**config.mk**
```make
export PLATFORM = sky130hd
export DESIGN_NAME = mpmfv_top
export DESIGN_NICKNAME = d
export VERILOG_FILES = /design/src/mpmfv_pkg.sv /design/src/mpmfv_top.sv /design/src/mpmfv_mgmt_seq.sv
export SDC_FILE = /design/constraint.sdc
export NUM_CORES = 1
export LEC_CHECK = 0
export ABC_CLOCK_PERIOD_IN_PS = 7690
export BUFFER_PORTS_ARGS = -buffer_cell sky130_fd_sc_hd__buf_4
export CAP_MARGIN = 15
export CORE_MARGIN = 2
export CORE_UTILIZATION = 50
export CTS_CLUSTER_SIZE = 8
export DETAILED_ROUTE_END_ITERATION = 8
export GPL_ROUTABILITY_DRIVEN = 1
export PLACE_DENSITY = 0.85
export REMOVE_ABC_BUFFERS = 1
export SETUP_SLACK_MARGIN = 0.5
export SKIP_LAST_GASP = 1
export SYNTH_ARGS = -nofsm -noshare
export SYNTH_HDL_FRONTEND = slang
export SYNTH_SLANG_ARGS = --single-unit
```
**constraint.sdc**
```tcl
create_clock -name core_clk -period 7.69 [get_ports core_clk]
set_input_delay 1.1535 -clock core_clk [delete_from_list [all_inputs] [get_ports core_clk]]
set_output_delay 1.1535 -clock core_clk [all_outputs]
set_load 0.01 [all_outputs]
```
**src/mpmfv_pkg.sv**
```systemverilog
// Constants for the PHY management, pause control and VLAN tag slice of the MAC.
// Assumes a 32-bit Avalon-MM register bus on a single 10 MHz clock.
// Summary of operation
// - Register index bits 10:6 select PHY register
// - Direction bit set writes, clear reads
// - Busy set by software, cleared when done
// - Read value loaded on the edge busy clears
// - Data register holds 16 bits, resets zero
// - Pause time field goes into pause frames
// - Pass-control sets packet-filter status bit
// - Pause obeyed only full-duplex and enabled
// - Every received frame passed with status
// - Filtering modes override pass-control setting
// - Enable decodes pause, holds transmitter off
// - Half duplex enable means back pressure
// - Flow busy high while pause or pressure
// - Tag value compared to bytes 13-14
// - Tagged frames allowed up to 1522 bytes
// - Checksum offload shares the tag value
package mpmfv_pkg;
    localparam logic [11:0] ADDR_PHY_ACCESS = 12'h114;
    localparam logic [11:0] ADDR_PHY_DATA = 12'h118;
    localparam logic [11:0] ADDR_PAUSE_CTRL = 12'h11C;
    localparam logic [11:0] ADDR_VLAN_ONE = 12'h120;
    localparam int PHYADDR_HI = 15;
    localparam int PHYADDR_LO = 11;
    localparam int REGIDX_HI = 10;
    localparam int REGIDX_LO = 6;
    localparam int WNR_BIT = 1;
    localparam int BUSY_BIT = 0;
    localparam int PASS_BIT = 2;
    localparam int FLOW_CTRL_ENABLE_BIT = 1;
    localparam int FLOW_CTRL_BUSY_BIT = 0;
    localparam int PTIME_LO = 16;
    localparam logic [15:0] DATA_RESET = 16'h0000;
    localparam logic [15:0] VLAN_RESET = 16'hFFFF;
    localparam logic [15:0] PTIME_RESET = 16'h0000;
    localparam logic [10:0] MAX_LEN_PLAIN = 11'h5EE;
    localparam logic [10:0] MAX_LEN_VLAN = 11'h5F2;
    localparam int SLOT_BITS = 512;
    localparam logic [9:0] SLOT_CYCLES = 10'h200;
    localparam logic [31:0] UNMAPPED_READ = 32'h0000_0000;
    typedef enum logic [2:0] {
        MPMFV_MI_IDLE = 3'b001,
        MPMFV_MI_RUN = 3'b010,
        MPMFV_MI_DONE = 3'b100
    } mpmfv_mi_state_type;
endpackage

```
**src/mpmfv_top.sv**
```systemverilog
// Register file, PHY management, pause flow control and VLAN tag detection.
// Assumes Avalon-MM master on core_clk; frame path and PHY on the same clock.
`timescale 1ns/1ps
module mpmfv_top (
    input wire logic core_clk,
    input wire logic sys_rst,
    input wire logic [11:0] avs_address,
    input wire logic avs_read,
    input wire logic avs_write,
    input wire logic [31:0] avs_writedata,
    input wire logic [3:0] avs_byteenable,
    output logic [31:0] avs_readdata,
    output logic avs_waitrequest,
    output logic phy_req,
    output logic phy_req_write,
    output logic [4:0] phy_req_addr,
    output logic [4:0] phy_req_index,
    output logic [15:0] phy_req_wdata,
    input wire logic phy_done,
    input wire logic [15:0] phy_rdata,
    input wire logic full_duplex,
    input wire logic promiscuous,
    input wire logic rx_frame_end,
    input wire logic rx_is_pause,
    input wire logic [15:0] rx_pause_quanta,
    input wire logic rx_byte_valid,
    input wire logic [10:0] rx_byte_count,
    input wire logic [7:0] rx_byte,
    input wire logic rx_over_pressure,
    input wire logic tx_pause_done,
    output logic tx_pause_send,
    output logic [15:0] tx_pause_time,
    output logic tx_hold_off,
    output logic rx_back_pressure,
    output logic rx_status_valid,
    output logic rx_status_filter,
    output logic rx_status_vlan,
    output logic rx_status_too_long,
    output logic rx_pause_seen,
    output logic [15:0] rx_coe_vlan_type
);
    import mpmfv_pkg::*;
    logic rd_done_r;
    logic [4:0] acc_phyaddr_r;
    logic [4:0] acc_index_r;
    logic acc_wnr_r;
    logic busy_r;
    logic [15:0] mdata_r;
    logic [15:0] ptime_r;
    logic pass_r;
    logic flow_ctrl_enable_r;
    logic flow_ctrl_busy_r;
    logic [15:0] vlan_r;
    logic seq_start_r;
    logic seq_finish;
    logic [15:0] seq_rdata;
    logic wr_acc;
    logic wr_data;
    logic wr_flow;
    logic wr_vlan;
    logic [7:0] tag_hi_r;
    logic tagged_r;
    logic [15:0] hold_quanta_r;
    logic [9:0] slot_cnt_r;
    logic pause_valid;
    logic rx_send_start;
    logic pressure_sync1_r;
    logic pressure_sync2_r;
    logic pressure_r;

    // ----------------------------------------
    // Bus decode
    // ----------------------------------------
    // Writes complete on the request edge; reads answer one cycle later
    assign wr_acc = avs_write && avs_address == ADDR_PHY_ACCESS && avs_byteenable[0];
    assign wr_data = avs_write && avs_address == ADDR_PHY_DATA;
    assign wr_flow = avs_write && avs_address == ADDR_PAUSE_CTRL;
    assign wr_vlan = avs_write && avs_address == ADDR_VLAN_ONE;

    always_ff @(posedge core_clk or posedge sys_rst) begin
        if (sys_rst) begin
            rd_done_r <= 1'b0;
        end else begin
            rd_done_r <= avs_read && !rd_done_r;
        end
    end

    always_comb begin
        avs_waitrequest = avs_read && !rd_done_r;
    end

    always_ff @(posedge core_clk or posedge sys_rst) begin
        if (sys_rst) begin
            avs_readdata <= 32'h0000_0000;
        end else if (avs_read && !rd_done_r) begin
            case (avs_address)
                ADDR_PHY_ACCESS: begin
                    avs_readdata <= {16'h0000, acc_phyaddr_r, acc_index_r, 4'h0, acc_wnr_r, busy_r};
                end
                ADDR_PHY_DATA: begin
                    avs_readdata <= {16'h0000, mdata_r};
                end
                ADDR_PAUSE_CTRL: begin
                    avs_readdata <= {ptime_r, 13'h0000, pass_r, flow_ctrl_enable_r, flow_ctrl_busy_r};
                end
                ADDR_VLAN_ONE: begin
                    avs_readdata <= {16'h0000, vlan_r};
                end
                default: begin
                    avs_readdata <= UNMAPPED_READ;
                end
            endcase
        end
    end

    // ----------------------------------------
    // PHY management registers
    // ----------------------------------------
    always_ff @(posedge core_clk or posedge sys_rst) begin
        if (sys_rst) begin
            acc_phyaddr_r <= 5'h00;
            acc_index_r <= 5'h00;
            acc_wnr_r <= 1'b0;
            busy_r <= 1'b0;
            seq_start_r <= 1'b0;
        end else begin
            seq_start_r <= 1'b0;
            if (seq_finish) begin
                busy_r <= 1'b0;
            end else if (wr_acc && !busy_r) begin
                acc_phyaddr_r <= avs_writedata[PHYADDR_HI:PHYADDR_LO];
                acc_index_r <= avs_writedata[REGIDX_HI:REGIDX_LO];
                acc_wnr_r <= avs_writedata[WNR_BIT];
                busy_r <= avs_writedata[BUSY_BIT];
                seq_start_r <= avs_writedata[BUSY_BIT];
            end
        end
    end

    always_ff @(posedge core_clk or posedge sys_rst) begin
        if (sys_rst) begin
            mdata_r <= DATA_RESET;
        end else if (seq_finish && !acc_wnr_r) begin
            mdata_r <= seq_rdata;
        end else if (wr_data && !busy_r) begin
            if (avs_byteenable[0]) begin
                mdata_r[7:0] <= avs_writedata[7:0];
            end
            if (avs_byteenable[1]) begin
                mdata_r[15:8] <= avs_writedata[15:8];
            end
        end
    end

    mpmfv_mgmt_seq u_seq (
        .core_clk(core_clk),
        .sys_rst(sys_rst),
        .start(seq_start_r),
        .write_not_read(acc_wnr_r),
        .phy_addr(acc_phyaddr_r),
        .reg_index(acc_index_r),
        .wdata(mdata_r),
        .phy_done(phy_done),
        .phy_rdata(phy_rdata),
        .req_r(phy_req),
        .req_write_r(phy_req_write),
        .req_addr_r(phy_req_addr),
        .req_index_r(phy_req_index),
        .req_wdata_r(phy_req_wdata),
        .finish_r(seq_finish),
        .rdata_r(seq_rdata)
    );

    // ----------------------------------------
    // Flow control register
    // ----------------------------------------
    // A write of 1 to the busy bit requests one pause frame (or back pressure)
    assign rx_send_start = wr_flow && avs_writedata[FLOW_CTRL_BUSY_BIT] && !flow_ctrl_busy_r;

    always_ff @(posedge core_clk or posedge sys_rst) begin
        if (sys_rst) begin
            ptime_r <= PTIME_RESET;
            pass_r <= 1'b0;
            flow_ctrl_enable_r <= 1'b0;
        end else if (wr_flow) begin
            if (avs_byteenable[0]) begin
                pass_r <= avs_writedata[PASS_BIT];
                flow_ctrl_enable_r <= avs_writedata[FLOW_CTRL_ENABLE_BIT];
            end
            if (avs_byteenable[3] && avs_byteenable[2]) begin
                ptime_r <= avs_writedata[31:PTIME_LO];
            end
        end
    end

    always_ff @(posedge core_clk or posedge sys_rst) begin
        if (sys_rst) begin
            flow_ctrl_busy_r <= 1'b0;
            tx_pause_send <= 1'b0;
        end else if (flow_ctrl_busy_r) begin
            tx_pause_send <= 1'b0;
            if (full_duplex ? tx_pause_done : !pressure_r) begin
                flow_ctrl_busy_r <= 1'b0;
            end
        end else if (rx_send_start) begin
            flow_ctrl_busy_r <= 1'b1;
            tx_pause_send <= full_duplex;
        end
    end

    always_ff @(posedge core_clk or posedge sys_rst) begin
        if (sys_rst) begin
            tx_pause_time <= 16'h0000;
        end else begin
            tx_pause_time <= wr_flow && &avs_byteenable[3:2] ? avs_writedata[31:PTIME_LO] : ptime_r;
        end
    end

    // ----------------------------------------
    // Back pressure in half duplex
    // ----------------------------------------
    always_ff @(posedge core_clk or posedge sys_rst) begin
        if (sys_rst) begin
            pressure_sync1_r <= 1'b0;
            pressure_sync2_r <= 1'b0;
        end else begin
            pressure_sync1_r <= rx_over_pressure;
            pressure_sync2_r <= pressure_sync1_r;
        end
    end

    always_ff @(posedge core_clk or posedge sys_rst) begin
        if (sys_rst) begin
            pressure_r <= 1'b0;
            rx_back_pressure <= 1'b0;
        end else begin
            pressure_r <= flow_ctrl_enable_r && !full_duplex && (pressure_sync2_r || rx_send_start);
            rx_back_pressure <= pressure_r;
        end
    end

    // ----------------------------------------
    // Received pause handling
    // ----------------------------------------
    assign pause_valid = rx_frame_end && rx_is_pause && flow_ctrl_enable_r && full_duplex;

    always_ff @(posedge core_clk or posedge sys_rst) begin
        if (sys_rst) begin
            hold_quanta_r <= 16'h0000;
            slot_cnt_r <= 10'h000;
            tx_hold_off <= 1'b0;
        end else if (pause_valid) begin
            hold_quanta_r <= rx_pause_quanta;
            slot_cnt_r <= SLOT_CYCLES;
            tx_hold_off <= rx_pause_quanta != 16'h0000;
        end else if (hold_quanta_r != 16'h0000) begin
            if (slot_cnt_r == 10'h001) begin
                slot_cnt_r <= SLOT_CYCLES;
                hold_quanta_r <= hold_quanta_r - 16'h0001;
                tx_hold_off <= hold_quanta_r != 16'h0001;
            end else begin
                slot_cnt_r <= slot_cnt_r - 10'h001;
            end
        end else begin
            tx_hold_off <= 1'b0;
        end
    end

    // ----------------------------------------
    // VLAN tag detection and receive status
    // ----------------------------------------
    always_ff @(posedge core_clk or posedge sys_rst) begin
        if (sys_rst) begin
            vlan_r <= VLAN_RESET;
        end else if (wr_vlan) begin
            if (avs_byteenable[0]) begin
                vlan_r[7:0] <= avs_writedata[7:0];
            end
            if (avs_byteenable[1]) begin
                vlan_r[15:8] <= avs_writedata[15:8];
            end
        end
    end

    always_ff @(posedge core_clk or posedge sys_rst) begin
        if (sys_rst) begin
            rx_coe_vlan_type <= VLAN_RESET;
        end else begin
            rx_coe_vlan_type <= vlan_r;
        end
    end

    always_ff @(posedge core_clk or posedge sys_rst) begin
        if (sys_rst) begin
            tag_hi_r <= 8'h00;
            tagged_r <= 1'b0;
        end else if (rx_frame_end) begin
            tagged_r <= 1'b0;
        end else if (rx_byte_valid) begin
            if (rx_byte_count == 11'd13) begin
                tag_hi_r <= rx_byte;
            end
            if (rx_byte_count == 11'd14) begin
                tagged_r <= {tag_hi_r, rx_byte} == vlan_r;
            end
        end
    end

    always_ff @(posedge core_clk or posedge sys_rst) begin
        if (sys_rst) begin
            rx_status_valid <= 1'b0;
            rx_status_filter <= 1'b0;
            rx_status_vlan <= 1'b0;
            rx_status_too_long <= 1'b0;
            rx_pause_seen <= 1'b0;
        end else begin
            rx_status_valid <= rx_frame_end;
            rx_pause_seen <= pause_valid;
            if (rx_frame_end) begin
                rx_status_vlan <= tagged_r;
                rx_status_too_long <= rx_byte_count > (tagged_r ? MAX_LEN_VLAN : MAX_LEN_PLAIN);
                if (promiscuous) begin
                    rx_status_filter <= 1'b1;
                end else begin
                    rx_status_filter <= pass_r && rx_is_pause;
                end
            end
        end
    end
endmodule

```
**src/mpmfv_mgmt_seq.sv**
```systemverilog
// PHY management sequencer: one register access to the internal PHY per start.
// Assumes the PHY answers with a done pulse and read data valid with it.
`timescale 1ns/1ps
module mpmfv_mgmt_seq (
    input wire logic core_clk,
    input wire logic sys_rst,
    input wire logic start,
    input wire logic write_not_read,
    input wire logic [4:0] phy_addr,
    input wire logic [4:0] reg_index,
    input wire logic [15:0] wdata,
    input wire logic phy_done,
    input wire logic [15:0] phy_rdata,
    output logic req_r,
    output logic req_write_r,
    output logic [4:0] req_addr_r,
    output logic [4:0] req_index_r,
    output logic [15:0] req_wdata_r,
    output logic finish_r,
    output logic [15:0] rdata_r
);
    import mpmfv_pkg::*;
    mpmfv_mi_state_type state_r;
    // ----------------------------------------
    // Access sequence
    // ----------------------------------------
    always_ff @(posedge core_clk or posedge sys_rst) begin
        if (sys_rst) begin
            state_r <= MPMFV_MI_IDLE;
            req_r <= 1'b0;
            req_write_r <= 1'b0;
            req_addr_r <= 5'h00;
            req_index_r <= 5'h00;
            req_wdata_r <= 16'h0000;
            finish_r <= 1'b0;
            rdata_r <= 16'h0000;
        end else begin
            finish_r <= 1'b0;
            case (state_r)
                MPMFV_MI_IDLE: begin
                    if (start) begin
                        req_r <= 1'b1;
                        req_write_r <= write_not_read;
                        req_addr_r <= phy_addr;
                        req_index_r <= reg_index;
                        req_wdata_r <= wdata;
                        state_r <= MPMFV_MI_RUN;
                    end
                end
                MPMFV_MI_RUN: begin
                    if (phy_done) begin
                        req_r <= 1'b0;
                        rdata_r <= phy_rdata;
                        state_r <= MPMFV_MI_DONE;
                    end
                end
                MPMFV_MI_DONE: begin
                    finish_r <= 1'b1;
                    state_r <= MPMFV_MI_IDLE;
                end
                default: begin
                    state_r <= MPMFV_MI_IDLE;
                end
            endcase
        end
    end
endmodule

```
Yosys cells after proc, flatten, opt, wreduce, memory -nomap -nowiden
Index checks and enable logic that the tools add are counted.

storage, ports and cells
  bits in registers = 223
  ROM bits = 0
  memory bits (writable) = 0
  bits of input ports = 111
  bits in latches = 0
  memories = 0
  output and inout port bits = 101

operators by class
  $mul = 0
  $lt $le $gt $ge = 1
  bitwise logic cells = 2
  divide/modulo/power cells = 0
  multiplexer cells = 37
  reductions and logical operators = 53
  add/subtract/negate cells = 2
  eq/ne operators = 15
  shift-type cells = 0

operator list
  cell                                                    count
  one-hot mux 32 bit (4 select lines)                     1
  two-way mux 16 bit                                      6
  == test 12 x 9 -> 1 bit, second input constant          4
  nonzero test 16 bit                                     2
  two-way mux 10 bit                                      3
  AND reduction 2 bit                                     13
  == test 11 x 4 -> 1 bit, second input constant          2
  two-way mux 1 bit                                       20
  nonzero test 2 bit                                      10
  logical AND 1 bit                                       19
  == test 16 bit                                          1
  two-way mux 8 bit                                       2
  inequality test 16 x 1 -> 1 bit, second input constant  1
  subtractor 16 x 1 -> 16 bit, second input constant      1
  > comparator 11 bit                                     1
  == test 10 x 1 -> 1 bit, second input constant          1
  subtractor 10 x 1 -> 10 bit, second input constant      1
  logical NOT 1 bit                                       6
  two-way mux 3 bit                                       2
  one-hot mux 3 bit (2 select lines)                      1
  AND reduction 3 bit                                     2
  two-way mux 5 bit                                       1
  inequality test 2 bit, second input constant            2
  == test 3 x 1 -> 1 bit, second input constant           1
  6 further kinds                                         7

Depth between registers and ports, before layout
Gate-level depths: netlist of the first run.

  depth after elaboration = 6
  depth in mapped cells = 8

Cells and area by module
From an unflattened synthesis of the first run, not the netlist that was laid out.

second synthesis, totals
  cells, all modules = 800
  area, all modules = 9,653.0 um^2

modules (own cells, without submodules)
  module          instances  area an instance (um^2)  seq. area each (um^2)  cells each
  mpmfv_top       1          7,734.9                  4,419.2                691
  mpmfv_mgmt_seq  1          1,918.1                  1,202.4                109

Least setup slack after synthesis of the first run
No wires, ideal clock.

  kind = input -> output
  start point = input avs_read
  end point = output avs_waitrequest
  buffers on the path = 2
  stages = 4
  arrival time = 1.831 ns
  path slack = 4.705 ns
  cell sequence = nand2b_1 clkbuf_1 clkbuf_1 inv_1

between the ends
  cells in the longest elaborated chain, start to end = 1

RTL lines
  item               line             source
  start, declared    mpmfv_top.sv:8   input wire logic avs_read,
  logical AND 1 bit  mpmfv_top.sv:89  avs_waitrequest = avs_read && !rd_done_r;
  end, declared      mpmfv_top.sv:13  output logic avs_waitrequest,

No other way between the ends.

Worst setup path in the final report of the first run
  start point = input avs_address[1]
  end point = register acc_index_r[2]

between the ends
  cells in the longest elaborated chain, start to end = 5

RTL lines
  item                                  line              source
  start, declared                       mpmfv_top.sv:7    input wire logic [11:0] avs_address,
  == test 12 x 9 -> 1 bit               mpmfv_top.sv:75   assign wr_acc = avs_write && avs_address == ADDR_PHY_ACCESS && avs_byteenable[0];
  logical AND 1 bit (2 in a row)        mpmfv_top.sv:75
  logical AND 1 bit                     mpmfv_top.sv:130  end else if (wr_acc && !busy_r) begin
  AND reduction 2 bit (no source line)  -
  end signal, assigned                  mpmfv_top.sv:132  acc_index_r <= avs_writedata[REGIDX_HI:REGIDX_LO];
  end, declared                         mpmfv_top.sv:45   logic [4:0] acc_index_r;

No other way between the ends.
A chain may end at the register's enable or synchronous reset.

==> flow_summary.json, run 1 <==
{
  "swShare": 0.219,
  "endpoint_kind": "flop",
  "powerDensity_nw_per_um2": 216,
  "p_int_uw": 2020,
  "dp_cells": 1133,
  "path_cells": "buf_4 -> nor4b_1 -> and3b_1 -> nor4b_4 -> mux2_2",
  "peakVddDrop_uv": 153,
  "sequentialPowerShare": 0.475,
  "viasPerCell": 5.79,
  "antenna_left": 0,
  "drt_pass1_iterations": 8,
  "crit_type": "in -> reg",
  "comb_power_share": 0.055,
  "p_clk_frac": 0.470,
  "cts_hold_buf": 0,
  "clk_pin_slew_ps": 50,
  "grt_pass1_vias": 7067,
  "slew_viol_final": 0,
  "cts_setup_buffers": 0,
  "coreArea_um2": 18100,
  "place.gp.congestion": 0.843,
  "avgSynthCellArea_um2": 12.9,
  "p_sw_uw": 568,
  "p_leak_uw": 0.00571,
  "ys_warn_count": 0,
  "num_vias": 6888,
  "holdWs_ps": 351,
  "status": "finished clean",
  "insertion_delay_ps": 530,
  "cap_violations": 0,
  "drive_gt1_frac": 0.418,
  "post-route-util": 0.662,
  "start_kind": "primary input",
  "syn_to_final_growth_pct": 28.9,
  "ys_ff_latch": 223,
  "drc_errors": 0,
  "mostFrequentLayoutCells": "216 x buf_4, 190 x dfrtp_1, 98 x mux2_2, 42 x nor2_1, 41 x nand2_1",
  "grt_usage": 0.245,
  "post_drt_wl_per_cell_um": 20.4,
  "synth_cells": 719,
  "fin_cells": 1189,
  "grt_setup_unrepaired": "no",
  "stdcell_area_um2": 12000,
  "cts_sinks": 223,
  "drt-total-wl_um": 24200,
  "final_hold_viol_count": 0,
  "path_buf_inv": 1,
  "skew_ps": 7.24,
  "crit_family": "simple AND/OR/NAND/NOR gates",
  "max_freq_mhz": 274,
  "cts-buffers-inserted": 31,
  "setup_violations": 0,
  "root_buffer": "clkbuf_16",
  "synthesis.area_um2": 9290,
  "slew_headroom": 0.275,
  "dpl.hpwl_um": 16700,
  "final_common_cell": "buf_4",
  "slowest_stage": "nor4b_4",
  "worstMarginPinSlew_ps": 1080,
  "regArea_um2": 5620,
  "async_reset_ff_frac": 1.00,
  "cpPeakStageDelay_ps": 900,
  "ys_seq_area_frac": 0.605,
  "grt_pass1_wl_um": 38400,
  "antenna_found_initial": 0,
  "critPathRequiredTime_ps": 8100,
  "cp.arrival_ps": 4060,
  "finalCriticalPeriod_ps": 3650,
  "grt_overflow_total": 0,
  "die_w_um": 140,
  "cts_resized": 0,
  "die_h_um": 140,
  "fillers": 1333,
  "rows": 49,
  "period_share": 0.475,
  "path_max_fanout": 13,
  "placed_cell_area_um2": 11100,
  "clock_path_buffers": 3,
  "ys.flop_type": "dfrtp_1",
  "io_pins": 212,
  "die-area_um2": 19700,
  "drt_iter0_drc": 383,
  "grt_max_degree": 148,
  "port_buffers": 211,
  "setup_tns_ps": 0,
  "min_path_type": "reg -> reg",
  "multi_input_area_um2": 3500,
  "fin_nets": 1056,
  "start_util": 0.514,
  "ys_types": 57,
  "cts_tree": "built",
  "antenna_cells": 0,
  "htree_levels": 1,
  "synth-edff-count": 0
}
[flip-flops by register name, summed over array words and instances (netlist names), 3 cells and up]
signal and count:
acc_index_r 5, vlan_r 16, hold_quanta_r 16, u_seq.rdata_r 16
tx_pause_time 16, mdata_r 16, rx_coe_vlan_type 16, u_seq.req_addr_r 5
tag_hi_r 8, avs_readdata 32, u_seq.state_r 3, u_seq.req_index_r 5
ptime_r 16, acc_phyaddr_r 5, u_seq.req_wdata_r 16, slot_cnt_r 10
[through the flow]
stage	power [µW]	worst slack, ps
3_5_place_dp	1390	3530
4_1_cts	2610	4070
2_1_floorplan	1310	485
5_1_grt	2690	3890
3_3_place_gp	1390	3710
6_report	2590	4040
[power groups by stage]
| stage | registers [µW] | logic (µW) | clock network, µW |
|---|---|---|---|
| after CTS | 1230 | 145 | 1240 |
| final | 1230 | 143 | 1220 |
| after global placement | 1250 | 140 | 0 |
| after detailed placement | 1250 | 144 | 0 |
| after floorplan | 1240 | 69.0 | 0 |
| after global routing | 1230 | 160 | 1300 |
[cells in the mapped netlist (3+ instances only)]
cell type	instances	area share
mux2_2	98	0.12
or4_1	4	0.0032
a22oi_1	3	0.0024
a32oi_1	5	0.0047
and3_1	5	0.0034
nand2_1	41	0.017
nor3_1	8	0.0043
a21oi_1	22	0.012
nor3b_1	5	0.0040
o21ai_0	37	0.020
nand4_1	14	0.0094
xnor2_1	18	0.017
nand3_1	6	0.0032
nand2b_1	6	0.0040
a22o_1	16	0.015
dfrtp_1	190	0.51
buf_2	10	0.0054
o31ai_1	5	0.0040
o2111ai_1	4	0.0038
a31oi_1	5	0.0034
inv_1	14	0.0057
nor4b_2	3	0.0048
a21o_1	5	0.0040
dfstp_2	33	0.093
nor2_1	43	0.017
o211ai_1	5	0.0040
and3b_1	3	0.0028
a222oi_1	12	0.013
ha_1	7	0.0094
or2_2	4	0.0027
xor2_1	9	0.0085
clkbuf_1	18	0.0073
nor4_1	10	0.0067
mux2i_1	21	0.023
[metal layers]
metal	track usage	wire (µm)
met2	0.411	11700
met1	0.326	9920
met4	0.0702	660
met3	0.0516	1960
met5	0	0
[layout make-up]
class	instances	area share
sequential	223	0.469
multi-input combinational	451	0.292
timing repair buffer	217	0.136
clock buffer	54	0.0720
tap	229	0.0239
inverter	14	0.00502
clock inverter	1	0.000731
[final timing paths]
kind                                                    from                             to  slack [ps]  cells past startpoint
worst max-delay path                          avs_address[1]     acc_index_r[2]$_DFFE_PP0P_        4040                      5
worst min-delay path              pressure_sync1_r$_DFF_PP0_     pressure_sync2_r$_DFF_PP0_         350                      0
worst max register to register  hold_quanta_r[6]$_DFFE_PP0P_   hold_quanta_r[0]$_DFFE_PP0P_        4770                      5
worst min register to register    pressure_sync1_r$_DFF_PP0_     pressure_sync2_r$_DFF_PP0_         350                      0
max in group asynchronous                            sys_rst  u_seq.rdata_r[11]$_DFFE_PP0P_        5240                      3
min in group asynchronous                            sys_rst   avs_readdata[22]$_DFFE_PP0P_         830                      2
[cells by family (layout without fill, tap and decap cells)]
family | count (synthesis) | in the layout | synth area share
DFF | 223 | 223 | 0.605
adders and majority gates | 7 | 7 | 0.00942
buffers and inverters | 45 | 286 | 0.0207
AOI/OAI and AO/OA | 129 | 129 | 0.0994
and+or+nand+nor | 169 | 169 | 0.0987
xor gates and xnor gates | 27 | 27 | 0.0254
muxes | 119 | 119 | 0.141
No activity file was read; power rests on OpenSTA's default activity.
==> inputs of run 2 (changes only) <==
- ABC_CLOCK_PERIOD_IN_PS: 7690 -> 3500
- clock period: 7.69 -> 3.5 ns (I/O delays scaled with it)
==> run 2 against run 1 <==
  * Via count grew 1.1%
  * Sequential cell count is the same
  * Sequential power grew 120%
  * Sequential share of layout area shrank 0.54 points
  * Worst hold slack lost 270 ps
  * Highest routed layer unchanged
  * Register-to-register slack lost 3900 ps
  * Global-route usage grew 0.64 points
  * Largest power group is now the clock network
  * Wire length grew 3.1%
  * Utilization grew 0.77 points
==> flow_summary.json, run 2 (synthesis results as in run 1) <==
{
  "final_common_cell": "buf_4",
  "syn_to_final_growth_pct": 30.3,
  "p_int_uw": 4470,
  "drt_iter0_drc": 425,
  "setup_tns_ps": 0,
  "cts_sinks": 223,
  "top_register": "avs_readdata",
  "grt_usage": 0.252,
  "final_hold_viol_count": 0,
  "critPathRequiredTime_ps": 3970,
  "cp.arrival_ps": 3140,
  "antenna_found_initial": 0,
  "clk_pin_slew_ps": 50,
  "powerDensity_nw_per_um2": 476,
  "groute.layer.met1.usage": 0.326,
  "slew_viol_final": 0,
  "start_kind": "flop",
  "antenna_cells": 0,
  "port_buffers": 211,
  "die_w_um": 140,
  "p_clk_frac": 0.474,
  "grt_max_degree": 114,
  "grt_setup_unrepaired": "no",
  "use_met2": 0.425,
  "sequentialPowerShare": 0.469,
  "slowest_stage": "o21ai_0",
  "period_share": 0.763,
  "fillers": 1294,
  "die-area_um2": 19700,
  "comb_power_share": 0.056,
  "fin_nets": 1068,
  "grt_pass1_wl_um": 39000,
  "status": "finished clean",
  "io_pins": 212,
  "die_h_um": 140,
  "path_max_fanout": 13,
  "fin_cells": 1204,
  "total_power_uw": 5770,
  "path_cells": "inv_1 -> ha_1 -> nor3b_1 -> nand4_1 -> o21ai_0 -> o31ai_1 -> a31oi_1",
  "globalRouteMet3Util": 0.0588,
  "skew_ps": 13.2,
  "drt-total-wl_um": 25000,
  "drive_gt1_frac": 0.425,
  "stdcell_area_um2": 12100,
  "regArea_um2": 5620,
  "slew_headroom": 0.400,
  "htree_levels": 1,
  "cts_setup_buffers": 0,
  "multi_input_area_um2": 3510,
  "finalCriticalPeriod_ps": 2670,
  "worstMarginPinSlew_ps": 892,
  "cts_tree": "built",
  "crit_family": "simple AND/OR/NAND/NOR gates",
  "placed_cell_area_um2": 11200,
  "peakVddDrop_uv": 419,
  "drt_pass1_iterations": 5,
  "setup_violations": 0,
  "grt_pass1_vias": 7245,
  "largest_reg_flops": 32,
  "crit_type": "reg -> reg",
  "swShare": 0.225,
  "path_buf_inv": 1,
  "place.gp.congestion": 0.859,
  "grt_busiest_layer": "met2",
  "max_freq_mhz": 375,
  "cpPeakStageDelay_ps": 610,
  "mostFrequentLayoutCells": "227 x buf_4, 190 x dfrtp_1, 98 x mux2_2, 42 x nor2_1, 41 x nand2_1",
  "dpl.hpwl_um": 17100,
  "p_sw_uw": 1300,
  "start_util": 0.514,
  "endpoint_kind": "flop",
  "dp_cells": 1146,
  "clock_path_buffers": 3,
  "antenna_left": 0,
  "cts-buffers-inserted": 31,
  "min_path_type": "in -> reg",
  "cap_violations": 0,
  "insertion_delay_ps": 550,
  "grt_overflow_total": 0,
  "p_leak_uw": 0.00579,
  "post_drt_wl_per_cell_um": 20.7,
  "root_buffer": "clkbuf_16",
  "coreArea_um2": 18100,
  "viasPerCell": 5.78,
  "num_vias": 6964,
  "rows": 49,
  "drc_errors": 0
}
## run 2: routing by layer
layer,up-vias,share of wire
li1,3103,-
met1,3494,0.40
met2,323,0.49
met3,44,0.087
met4,0,0.025
met5,-,0
## run 2: worst paths after layout
check	from	end	slack, ps	depth (start not counted)
min in group asynchronous	sys_rst	rd_done_r$_DFF_PP0_	110	2
worst min register to register	pressure_sync1_r$_DFF_PP0_	pressure_sync2_r$_DFF_PP0_	340	0
worst min-delay path	rx_over_pressure	pressure_sync1_r$_DFF_PP0_	80	1
max in group asynchronous	sys_rst	rx_coe_vlan_type[10]$_DFF_PP1_	2490	3
worst max register to register	hold_quanta_r[0]$_DFFE_PP0P_	hold_quanta_r[11]$_DFFE_PP0P_	830	7
worst max-delay path	hold_quanta_r[0]$_DFFE_PP0P_	hold_quanta_r[11]$_DFFE_PP0P_	830	7
## run 2: stage by stage
step	setup slack, ps	hold slack [ps]	util
finish	831	84.6	0.670
global route	540	75.3	0.670
CTS	794	71.2	0.669
detailed placement	768	336	0.620
global placement	857	334	0.620
floorplan	-3080	331	-
## run 2: power by group through the flow
stage          Clock, µW  Sequential, µW  Combinational, µW
6_report            2740            2710                324
5_1_grt             2910            2720                357
4_1_cts             2780            2710                327
3_5_place_dp           0            2750                323
3_3_place_gp           0            2740                314
2_1_floorplan          0            2730                152
## run 2: repair_timing
action,4_1_cts,5_1_grt
gates resized for setup,0,1
endpoints found under the setup margin,0,5
hold endpoints to repair,0,0
hold buffers,0,0
## run 2: worst register-to-register path: stages, from the launching register on
cell     delay, ps
dfrtp_1        410
inv_1          110
ha_1           200
nor3b_1        390
nand4_1        550
o21ai_0        610
o31ai_1        140
a31oi_1        180
## run 2: area by class of cell
type	count	share of cell area
Tap cell	229	0.0237
Inverter	14	0.00496
Clock buffer	57	0.0721
Clock inverter	1	0.00165
Timing Repair Buffer	229	0.144
Multi-Input combinational cell	451	0.290
Sequential cell	223	0.464
